File: src/hdl/loader_regs.vh
// Constants shared by the configuration loader files.
`ifndef LOADER_REGS_VH
`define LOADER_REGS_VH

// ----------------------------------------------------------------------------
// Mode codes, ordered mode_select_0, mode_select_1, mode_select_2
// ----------------------------------------------------------------------------
`define MODE_MSER       3'h0
`define MODE_MPAR_UP    3'h1
`define MODE_MPAR_DN    3'h3
`define MODE_PERIPH     3'h5
`define MODE_SLAVE      3'h7

// ----------------------------------------------------------------------------
// Address start points for the parallel master modes
// ----------------------------------------------------------------------------
`define ADDR_UP_START   16'h0000
`define ADDR_DN_START   16'hFFFF
`define ADDR_STEP       16'h0001

// ----------------------------------------------------------------------------
// Bitstream lengths and timing
// ----------------------------------------------------------------------------
`define BITS_SMALL      12040
`define BITS_LARGE      17880
`define CLK_MHZ         20
`define FILTER_US       4
`define CONFIG_CLOCK_HALF       8
`define BYTE_LAST       3'h7

`endif

File: src/hdl/pin_sync.v
// Two-stage synchroniser for a bundle of pin inputs.
module pin_sync #(
  parameter WIDTH = 20
) (
  // Clock, reset, enable
  input  wire             clk,
  input  wire             reset,
  input  wire             ce,
  // Data
  input  wire [WIDTH-1:0] d,
  output reg  [WIDTH-1:0] q
);

  reg [WIDTH-1:0] meta;

  // The first stage is read by the second stage only.
  always @(posedge clk) begin
    if (reset) begin
      meta <= {WIDTH{1'b1}};
      q    <= {WIDTH{1'b1}};
    end else if (ce) begin
      meta <= d;
      q    <= meta;
    end
  end

endmodule

File: src/hdl/sram_fabric_config_loader.v
// Power-up configuration loader with five load modes, done line and readback.
//
// How it works
// - Mode pins are latched on the rising edge of the pin reset.
// - Codes 000 serial master, 001/011 parallel up/down, 101 peripheral, 111 slave.
// - Mode pin 2 pull-up is enabled throughout configuration.
// - Done line driven low while loading, released afterwards.
// - Done line released one configuration bit before the last bit.
// - Outside low on done, longer than the filter, restarts configuration.
// - Done held low after loading suppresses reconfiguration and delays operation.
// - Pin reset during configuration aborts and returns to initialisation.
// - Pin reset after configuration only clears user state, no reload.
// - Power-down floats I/O, drives done low, clears state, keeps configuration.
// - Slave mode takes one data bit per configuration clock rising edge.
// - Daisy-chain output changes on configuration clock rising edges, or on write_strobe_n rising edges in peripheral mode.
// - Configuration clock driven in all modes except slave.
// - Readback started by trigger, clocked by config_clock, bits on readback_out.
// - Read strobe low while data expected, high while address changes.
// - High/low loading pins hold one/zero during configuration, then user I/O.
// - Pull-ups on idle I/O during configuration, removed afterwards.
// - Peripheral write strobes accepted only with selects 0, 0, 1.
// - Peripheral mode takes one bit per rising edge of write_strobe_n.
// - Parallel master drives 16-bit address from 0000 up or FFFF down.
// - Parallel master keeps counting and forwarding while done line held low.
// - Configuration completes only after the exact full bitstream length.
//
// The register offsets and the plain strobed port were left to the implementer.
`include "loader_regs.vh"

module sram_fabric_config_loader #(
  parameter BIT_LEN   = `BITS_SMALL,
  parameter CNT_W     = 15,
  parameter CONFIG_CLOCK_HALF = `CONFIG_CLOCK_HALF,
  parameter FILTER_US = `FILTER_US,
  parameter KEEP_W    = 16
) (
  // Clock, reset, enable
  input  wire        clk,
  input  wire        reset,
  input  wire        ce,
  // Device reset and power-down pins
  input  wire        reset_pin_n,
  input  wire        low_power_hold_n,
  // Mode pins
  input  wire        mode_select_0,
  input  wire        mode_select_1,
  input  wire        mode_select_2,
  output reg         mode2_pullup_en,
  // Done / program open-drain line
  input  wire        done_program_in,
  output reg         done_program_out,
  output reg         done_program_oe_n,
  // Configuration clock two-way pin
  input  wire        config_clock_in,
  output reg         config_clock_out,
  output reg         config_clock_oe_n,
  // Serial data
  input  wire        serial_config_in,
  output reg         serial_config_out,
  output reg         readback_out,
  // Peripheral port
  input  wire        select_n0,
  input  wire        select_n1,
  input  wire        select_high2,
  input  wire        write_strobe_n,
  // Parallel memory port
  input  wire [7:0]  memory_byte_in,
  output reg  [15:0] memory_addr,
  output reg         memory_addr_oe_n,
  output reg         read_strobe,
  // Loading indicators and pin control
  input  wire        user_high_pin,
  input  wire        user_low_pin,
  output reg         high_while_loading,
  output reg         low_while_loading,
  output reg         io_pullup_en,
  output reg         io_hiz,
  // Status towards user logic
  output reg         functional,
  output reg         user_clear
);

  // --------------------------------------------------------------------------
  // States and derived counts
  // --------------------------------------------------------------------------
  localparam ST_INIT  = 3'h0;
  localparam ST_LOAD  = 3'h1;
  localparam ST_HOLD  = 3'h2;
  localparam ST_RUN   = 3'h3;
  localparam ST_PDOWN = 3'h4;

  localparam PH_ADDR  = 2'h0;
  localparam PH_DATA  = 2'h1;
  localparam PH_SHIFT = 2'h2;

  localparam [CNT_W-1:0] LAST_BIT    = BIT_LEN - 1;
  localparam [CNT_W-1:0] RELEASE_BIT = BIT_LEN - 2;
  localparam [15:0]      FILTER_CYC  = FILTER_US * `CLK_MHZ;
  localparam [7:0]       HALF_LAST   = CONFIG_CLOCK_HALF - 1;
  localparam [7:0]       KEEP_CNT    = KEEP_W;

  function is_mpar;
    input [2:0] m;
    begin
      is_mpar = (m == `MODE_MPAR_UP) || (m == `MODE_MPAR_DN);
    end
  endfunction

  function is_valid_mode;
    input [2:0] m;
    begin
      is_valid_mode = (m == `MODE_MSER) || is_mpar(m) ||
                      (m == `MODE_PERIPH) || (m == `MODE_SLAVE);
    end
  endfunction

  // --------------------------------------------------------------------------
  // Pin synchronisation
  // --------------------------------------------------------------------------
  wire [19:0] raw_pins = {reset_pin_n, mode_select_0, mode_select_1, mode_select_2,
                          done_program_in, low_power_hold_n, serial_config_in,
                          config_clock_in, select_n0, select_n1, select_high2,
                          write_strobe_n, memory_byte_in};
  wire [19:0] s;

  pin_sync #(
    .WIDTH (20)
  ) u_sync (
    .clk   (clk),
    .reset (reset),
    .ce    (ce),
    .d     (raw_pins),
    .q     (s)
  );

  wire       s_rst_n  = s[19];
  wire       s_m0     = s[18];
  wire       s_m1     = s[17];
  wire       s_m2     = s[16];
  wire       s_done   = s[15];
  wire       s_lph_n  = s[14];
  wire       s_din    = s[13];
  wire       s_config_clock   = s[12];
  wire       s_cs0_n  = s[11];
  wire       s_cs1_n  = s[10];
  wire       s_cs2    = s[9];
  wire       s_wrt_n  = s[8];
  wire [7:0] s_byte   = s[7:0];
  // The trigger shares the mode_select_0 pin once the device is running.
  wire       readback_trigger = s_m0;

  reg        p_rst_n;
  reg        p_config_clock;
  reg        p_wrt_n;
  reg        p_trig;

  // --------------------------------------------------------------------------
  // Internal configuration clock
  // --------------------------------------------------------------------------
  reg  [7:0] div_cnt;
  reg        config_clock_int;
  wire       tick = (div_cnt == HALF_LAST) && !config_clock_int;

  always @(posedge clk) begin
    if (reset) begin
      div_cnt  <= 8'h00;
      config_clock_int <= 1'b0;
    end else if (ce) begin
      if (div_cnt == HALF_LAST) begin
        div_cnt  <= 8'h00;
        config_clock_int <= ~config_clock_int;
      end else begin
        div_cnt <= div_cnt + 8'h01;
      end
    end
  end

  // --------------------------------------------------------------------------
  // Core state
  // --------------------------------------------------------------------------
  reg [2:0]        state;
  reg [2:0]        mode;
  reg [CNT_W-1:0]  bit_cnt;
  reg [15:0]       filt_cnt;
  reg [KEEP_W-1:0] cfg_keep;
  reg [KEEP_W-1:0] rb_shift;
  reg [7:0]        rb_cnt;
  reg [1:0]        fetch_phase;
  reg [2:0]        bit_idx;
  reg [7:0]        byte_reg;
  reg              bit_evt;
  reg              bit_val;

  wire loading = (state == ST_INIT) || (state == ST_LOAD) || (state == ST_HOLD);
  wire moving  = (state == ST_LOAD) || (state == ST_HOLD);
  wire sel_ok  = !s_cs0_n && !s_cs1_n && s_cs2;
  // While waiting for the reset pin, the start address follows the pins that are about to be latched.
  wire [2:0] start_mode = (state == ST_INIT) ? {s_m0, s_m1, s_m2} : mode;

  // Source of the next configuration bit for the latched mode.
  always @* begin
    bit_evt = 1'b0;
    bit_val = s_din;
    case (mode)
      `MODE_SLAVE:  bit_evt = s_config_clock && !p_config_clock;
      `MODE_PERIPH: bit_evt = s_wrt_n && !p_wrt_n && sel_ok;
      `MODE_MSER:   bit_evt = tick;
      default: begin
        bit_evt = tick && (fetch_phase == PH_SHIFT);
        bit_val = byte_reg[bit_idx];
      end
    endcase
    if (!moving) begin
      bit_evt = 1'b0;
    end
  end

  // --------------------------------------------------------------------------
  // Parallel memory fetch
  // --------------------------------------------------------------------------
  // The address only moves while read_strobe is high, so the memory always
  // sees a stable address for a full internal clock before data is taken.
  always @(posedge clk) begin
    if (reset) begin
      fetch_phase <= PH_ADDR;
      bit_idx     <= 3'h0;
      byte_reg    <= 8'h00;
      memory_addr <= `ADDR_UP_START;
      read_strobe <= 1'b1;
    end else if (ce) begin
      if (!moving || !is_mpar(mode)) begin
        fetch_phase <= PH_ADDR;
        bit_idx     <= 3'h0;
        read_strobe <= 1'b1;
        memory_addr <= (start_mode == `MODE_MPAR_DN) ? `ADDR_DN_START : `ADDR_UP_START;
      end else if (tick) begin
        case (fetch_phase)
          PH_ADDR: begin
            read_strobe <= 1'b0;
            fetch_phase <= PH_DATA;
          end
          PH_DATA: begin
            byte_reg    <= s_byte;
            bit_idx     <= 3'h0;
            fetch_phase <= PH_SHIFT;
          end
          default: begin
            bit_idx <= bit_idx + 3'h1;
            if (bit_idx == `BYTE_LAST) begin
              fetch_phase <= PH_ADDR;
              read_strobe <= 1'b1;
              if (mode == `MODE_MPAR_DN) begin
                memory_addr <= memory_addr - `ADDR_STEP;
              end else begin
                memory_addr <= memory_addr + `ADDR_STEP;
              end
            end
          end
        endcase
      end
    end
  end

  // --------------------------------------------------------------------------
  // Configuration sequence
  // --------------------------------------------------------------------------
  always @(posedge clk) begin
    if (reset) begin
      state             <= ST_INIT;
      mode              <= `MODE_SLAVE;
      bit_cnt           <= {CNT_W{1'b0}};
      filt_cnt          <= 16'h0000;
      cfg_keep          <= {KEEP_W{1'b0}};
      done_program_out  <= 1'b0;
      done_program_oe_n <= 1'b0;
      serial_config_out <= 1'b1;
      p_rst_n           <= 1'b1;
      p_config_clock            <= 1'b1;
      p_wrt_n           <= 1'b1;
    end else if (ce) begin
      p_rst_n <= s_rst_n;
      p_config_clock  <= s_config_clock;
      p_wrt_n <= s_wrt_n;
      case (state)
        ST_INIT: begin
          done_program_oe_n <= 1'b0;
          bit_cnt           <= {CNT_W{1'b0}};
          serial_config_out <= 1'b1;
          if (s_rst_n && !p_rst_n) begin
            mode <= {s_m0, s_m1, s_m2};
            if (is_valid_mode({s_m0, s_m1, s_m2})) begin
              state <= ST_LOAD;
            end
          end
        end
        ST_LOAD: begin
          if (!s_rst_n) begin
            state <= ST_INIT;
          end else if (bit_evt) begin
            bit_cnt  <= bit_cnt + {{(CNT_W-1){1'b0}}, 1'b1};
            cfg_keep <= {bit_val, cfg_keep[KEEP_W-1:1]};
            if (bit_cnt == RELEASE_BIT) begin
              done_program_oe_n <= 1'b1;
            end
            if (bit_cnt == LAST_BIT) begin
              done_program_oe_n <= 1'b1;
              state             <= ST_HOLD;
            end
          end
        end
        ST_HOLD: begin
          // Own image is complete; bits now pass down the chain.
          if (!s_rst_n) begin
            state <= ST_INIT;
          end else if (s_done) begin
            state <= ST_RUN;
          end else if (bit_evt) begin
            serial_config_out <= bit_val;
          end
          filt_cnt <= 16'h0000;
        end
        ST_RUN: begin
          if (!s_lph_n) begin
            state             <= ST_PDOWN;
            done_program_oe_n <= 1'b0;
          end else if (!s_done && s_rst_n) begin
            if (filt_cnt == FILTER_CYC - 16'h0001) begin
              filt_cnt          <= 16'h0000;
              done_program_oe_n <= 1'b0;
              bit_cnt           <= {CNT_W{1'b0}};
              serial_config_out <= 1'b1;
              state             <= ST_LOAD;
            end else begin
              filt_cnt <= filt_cnt + 16'h0001;
            end
          end else begin
            filt_cnt <= 16'h0000;
          end
        end
        default: begin
          filt_cnt <= 16'h0000;
          if (s_lph_n) begin
            done_program_oe_n <= 1'b1;
            state             <= ST_RUN;
          end
        end
      endcase
    end
  end

  // --------------------------------------------------------------------------
  // Readback
  // --------------------------------------------------------------------------
  // Only the last KEEP_W bits of the image are kept; the full image lives in
  // the fabric itself and is outside this block.
  always @(posedge clk) begin
    if (reset) begin
      rb_shift     <= {KEEP_W{1'b0}};
      rb_cnt       <= 8'h00;
      readback_out <= 1'b0;
      p_trig       <= 1'b0;
    end else if (ce) begin
      p_trig <= readback_trigger;
      if (state != ST_RUN) begin
        rb_cnt <= 8'h00;
      end else if (readback_trigger && !p_trig && (rb_cnt == 8'h00)) begin
        rb_shift <= cfg_keep;
        rb_cnt   <= KEEP_CNT;
      end else if ((rb_cnt != 8'h00) && s_config_clock && !p_config_clock) begin
        readback_out <= rb_shift[0];
        rb_shift     <= {1'b0, rb_shift[KEEP_W-1:1]};
        rb_cnt       <= rb_cnt - 8'h01;
      end
    end
  end

  // --------------------------------------------------------------------------
  // Pin control outputs
  // --------------------------------------------------------------------------
  always @(posedge clk) begin
    if (reset) begin
      mode2_pullup_en    <= 1'b1;
      config_clock_out   <= 1'b0;
      config_clock_oe_n  <= 1'b1;
      memory_addr_oe_n   <= 1'b1;
      high_while_loading <= 1'b1;
      low_while_loading  <= 1'b0;
      io_pullup_en       <= 1'b1;
      io_hiz             <= 1'b0;
      functional         <= 1'b0;
      user_clear         <= 1'b1;
    end else if (ce) begin
      mode2_pullup_en    <= loading;
      config_clock_out   <= config_clock_int;
      config_clock_oe_n  <= !(moving && (mode != `MODE_SLAVE));
      memory_addr_oe_n   <= !(moving && is_mpar(mode));
      high_while_loading <= loading ? 1'b1 : user_high_pin;
      low_while_loading  <= loading ? 1'b0 : user_low_pin;
      io_pullup_en       <= loading;
      io_hiz             <= (state == ST_PDOWN);
      functional         <= (state == ST_RUN) && s_rst_n;
      user_clear         <= (state == ST_PDOWN) || ((state == ST_RUN) && !s_rst_n);
    end
  end

endmodule

File: config.mk
export PLATFORM = sky130hd
export DESIGN_NAME = sram_fabric_config_loader
export DESIGN_NICKNAME = d
export VERILOG_FILES = /design/src/hdl/pin_sync.v /design/src/hdl/sram_fabric_config_loader.v
export VERILOG_INCLUDE_DIRS = /design/src /design/src/hdl
export SDC_FILE = /design/constraint.sdc
export NUM_CORES = 1
export LEC_CHECK = 0
export ABC_AREA = 1
export BUFFER_PORTS_ARGS = -buffer_cell sky130_fd_sc_hd__buf_2
export CORE_UTILIZATION = 40
export DETAILED_ROUTE_END_ITERATION = 16
export HOLD_SLACK_MARGIN = 0.03
export PLACE_DENSITY = 0.66
export SYNTH_ARGS = -nofsm -noshare
export SYNTH_HDL_FRONTEND = slang
export SYNTH_HIERARCHICAL = 1
export SYNTH_SLANG_ARGS = --single-unit
export TNS_END_PERCENT = 10
File: constraint.sdc
create_clock -name clk -period 2.2 [get_ports clk]
set_input_delay 0 -clock clk [delete_from_list [all_inputs] [get_ports clk]]
set_output_delay 0 -clock clk [all_outputs]
set_load 0.005 [all_outputs]
==> parameters.txt <==
Parameter                              Value

Drt
  Drt first pass iters ... 5
  Vias ... around 8100
  Remaining number of nets flagged by the antenna check after routing ... 0
  Violation count after the first detailed-routing iteration ... a little under 400
  Detail-routed via count per cell ... about 4.9
  Routed WL per cell ... 12.1 um
  Aggregate routed wire length ... just over 20000 um
  Post-route DRC violation count ... 0

Synthesis
  Post-synth top flop ... dfxtp_1
  Cell type with the highest aggregate area in the netlist ... dfxtp_1
  XOR/XNOR share of the synthesized area ... around 1.9%
  Library cell with the highest instance count after synthesis ... nand2_1
  Combined area of all synthesized cells ... 8900 um^2
  Synth top cells by count ... 325 x nand2_1, 184 x nor2_1, 172 x dfxtp_1
  Post-synthesis mux area share ... 0%
  Number of nets produced by synthesis ... between 1000 and 1500
  Share of synthesized flip-flops with an asynchronous set or reset ... 0%
  Warnings from Yosys ... 6
  Top post-synthesis cells by area ... dfxtp_1 39%, nand2_1 14%, nor2_1 7.8%, nand3_1 6.5%, a21oi_1 6.0%
  Top-area cell type share of the netlist area ... 38.7%
  Gate count after technology mapping ... 1310
  #FFs+latches synth ... around 170
  Share of synthesized area occupied by flip-flops and latches ... 38.7%
  Area fraction in compound gates after synthesis ... between 10% and 20%
  Number of flops mapped to enable cells by yosys ... 0
  Arithmetic-cell share of the synthesized area counting full adders, half adders and majority gates ... under 10%
  Avg Inst Size Synth ... a little under 7 um^2
  Simple-gate share of the synthesized area ... a little over a third
  Largest family of logic cells by synthesized area ... simple AND/OR/NAND/NOR gates
  Number of different library cells in the post-synthesis netlist ... between 40 and 50

Floorplanning
  Die area ... 22900 um^2
  Initial Utilization ... between 40% and 50%
  Row count ... 54
  Boundary pin count ... 56
  Width of the die ... approximately 150 um
  Area of the placeable core ... between 20000 and 25000 um^2
  Chip height ... about 150 um

Run status
  Outcome ... complete, no violations

Worst setup path
  Reg-to-Reg Start ... mode[0]$_SDFFE_PP1P_
  Flop-to-flop setup slack ... ~0.16 ns
  CP endpoint ... memory_addr[14]$_SDFFE_PP0P_
  Capture instance of the worst register-to-register path ... memory_addr[14]$_SDFFE_PP0P_
  Crit path launch type ... flop
  Sort of element at the end of the critical path ... flop
  Crit Path Class ... reg -> reg
  Data arrival time of the critical path ... between 2 and 2.5 ns
  Launching element of the worst setup path ... mode[0]$_SDFFE_PP1P_
  R2R cell count ... 15
  Data required time at the worst endpoint ... ~2.5 ns
  Worst Path Max Fanout ... 5

Placed design
  Input/output buffers ... 54
  Final estimated routing congestion in global placement ... 0.913
  HPWL after detailed placement ... between 10000 and 15000 um
  Placed cell count ... between 1500 and 2000

Clocking
  CTS root buffer ... clkbuf_16
  Clock-pin slew of the registers on the worst-case setup and hold paths ... 0.07 ns
  Number of buffers created by CTS ... 17
  CTS tree ... done
  H-tree depth ... 4
  Number of buffers on the longest clock path ... 2
  Worst-skew pair later-pin latency ... approximately 0.44 ns
  Number of clock sinks seen by CTS ... between 150 and 200

Timing
  Final setup skew ... 0.00865 ns
  Worst slack on hold paths ... 0.301 ns
  Count of final hold-check violations ... 0
  Top achievable clock speed ... slightly below 0.5 GHz
  Number of failing setup endpoints in the final timing report ... 0
  Final critical-path required period ... 2.04 ns
  Final setup TNS ... 0 ns
  Crit share post-route ... 92.8%
  Count of final max-slew check failures ... 0
  RSZ-0062 raised after global routing ... yes

Power
  Peak supply drop ... approximately 0.45 mV
  Power density of the placed cells ... around 730 nW/um^2
  Total power ... about 7500 uW
  Leakage ... approximately 0.0047 uW

Layout
  Number of fillers in the final layout ... between 2000 and 2500
  Util after Layout ... roughly 47%
  Synth-to-Final Area Change ... 16.1%
  Fraction of layout cells with a size suffix above 1 ... roughly an eighth
  Non-Filler Instances ... 1678
  Largest registers ... u_sync/meta (20), u_sync/q (20)
  Final Net Count ... 1432
  Number of diodes ... 0

Run
  Number of max-capacitance violations reported ... 0

Global routing
  Gr ovfl total ... 0
  Initial antenna violation count ... 0
  Via count of the first global-routing pass ... approximately 7400
  Maximum number of pins on one net before global-route repair ... 54
  First-pass GRT wire length ... ~35000 um
  GRT Overall Usage ... between 10% and 20%

Worst hold path
  HP Start ... memory_byte_in[1]
  Number of stages on the worst hold path ... 4
  Class of the tightest hold or removal check ... in -> reg
[how the worst min path moves through the flow]
stage	to	slack, ns
after global routing	u_sync/meta[0]$_SDFFE_PP1P_	0.29
after global placement	u_sync/meta[3]$_SDFFE_PP1P_	0.21
after CTS	u_sync/meta[1]$_SDFFE_PP1P_	0.29
after detailed placement	u_sync/meta[10]$_SDFFE_PP1P_	0.21
after floorplan	u_sync/meta[17]$_SDFFE_PP1P_	0.13
final	u_sync/meta[1]$_SDFFE_PP1P_	0.30
[power by group]
group          total [uW]  leakage [uW]  internal (uW)  switching (uW)
Clock                3020      0.000292           1640            1380
Combinational        1130       0.00297            413             721
Sequential           3380       0.00140           3260             124
[metrics by stage]
| stage | instance area, um^2 | setup slack (ns) |
|---|---|---|
| finish | 10300 | 0.158 |
| CTS | 10300 | 0.00124 |
| global route | 10300 | -0.0106 |
| detailed placement | 9430 | -0.0101 |
| floorplan | 8900 | 0.111 |
| global placement | 9430 | 0.0648 |
[repair_timing]
action,4_1_cts,5_1_grt
endpoints found under the hold margin,30,0
hold buffers,26,0
pin swaps,0,2
resized for setup,2,16
endpoints found under the setup margin,5,11
buffers inserted,0,1
[logic make-up after synthesis]
family	after synthesis
flops	172
buf+inv	180
simple gates	712
compound gates	204
xor+xnor	19
other cells	1
fa+ha+maj	22
[layer usage]
layer,vias to the layer above,wire length (um),track usage (%)
met5,-,0,0
met4,0,208,4.55
met3,14,609,3.55
met2,132,9440,30.6
met1,3623,10100,26.0
li1,4376,-,-
[worst max-delay path, stage by stage (launching register included)]
cell	delay, ns
dfxtp_2	0.35
inv_2	0.06
nor2_4	0.11
nand2_2	0.07
buf_4	0.14
fa_1	0.40
inv_1	0.09
nand3_1	0.08
nand2_2	0.12
nand2_1	0.07
nand2_2	0.08
nand3_1	0.09
nand2_1	0.08
nand2_1	0.05
nand3_1	0.06
a21oi_1	0.06
[cell type report]
class,count,area [um^2],share of cell area [%]
well taps,280,350,3.39
multi-input cells,958,4690,45.4
flip-flops and latches,172,3440,33.3
inverters,132,510,4.94
clock buffers,18,439,4.25
clock inverters,14,151,1.46
repair buffers,104,748,7.24
[placed cells by master, fill, tap and decap left out, drive strengths merged]
cell type      n
nand2        346
nor2         196
dfxtp        172
inv          139
nand3        119
a21oi        107
o21ai         80
buf           78
dlygate4sd3   26
nor3          26
ha            21
xor2          18
clkbuf        18
nand4         12
o211ai         8
clkinv         6
nand3b         5
nor4           3
or2            3
a31oi          2
and3           2
o21bai         2
a211oi         2
o22ai          1
a21o           1
o21a           1
xnor2          1
fa             1
conb           1
bufinv         1
(Power assumes the default switching activity.)
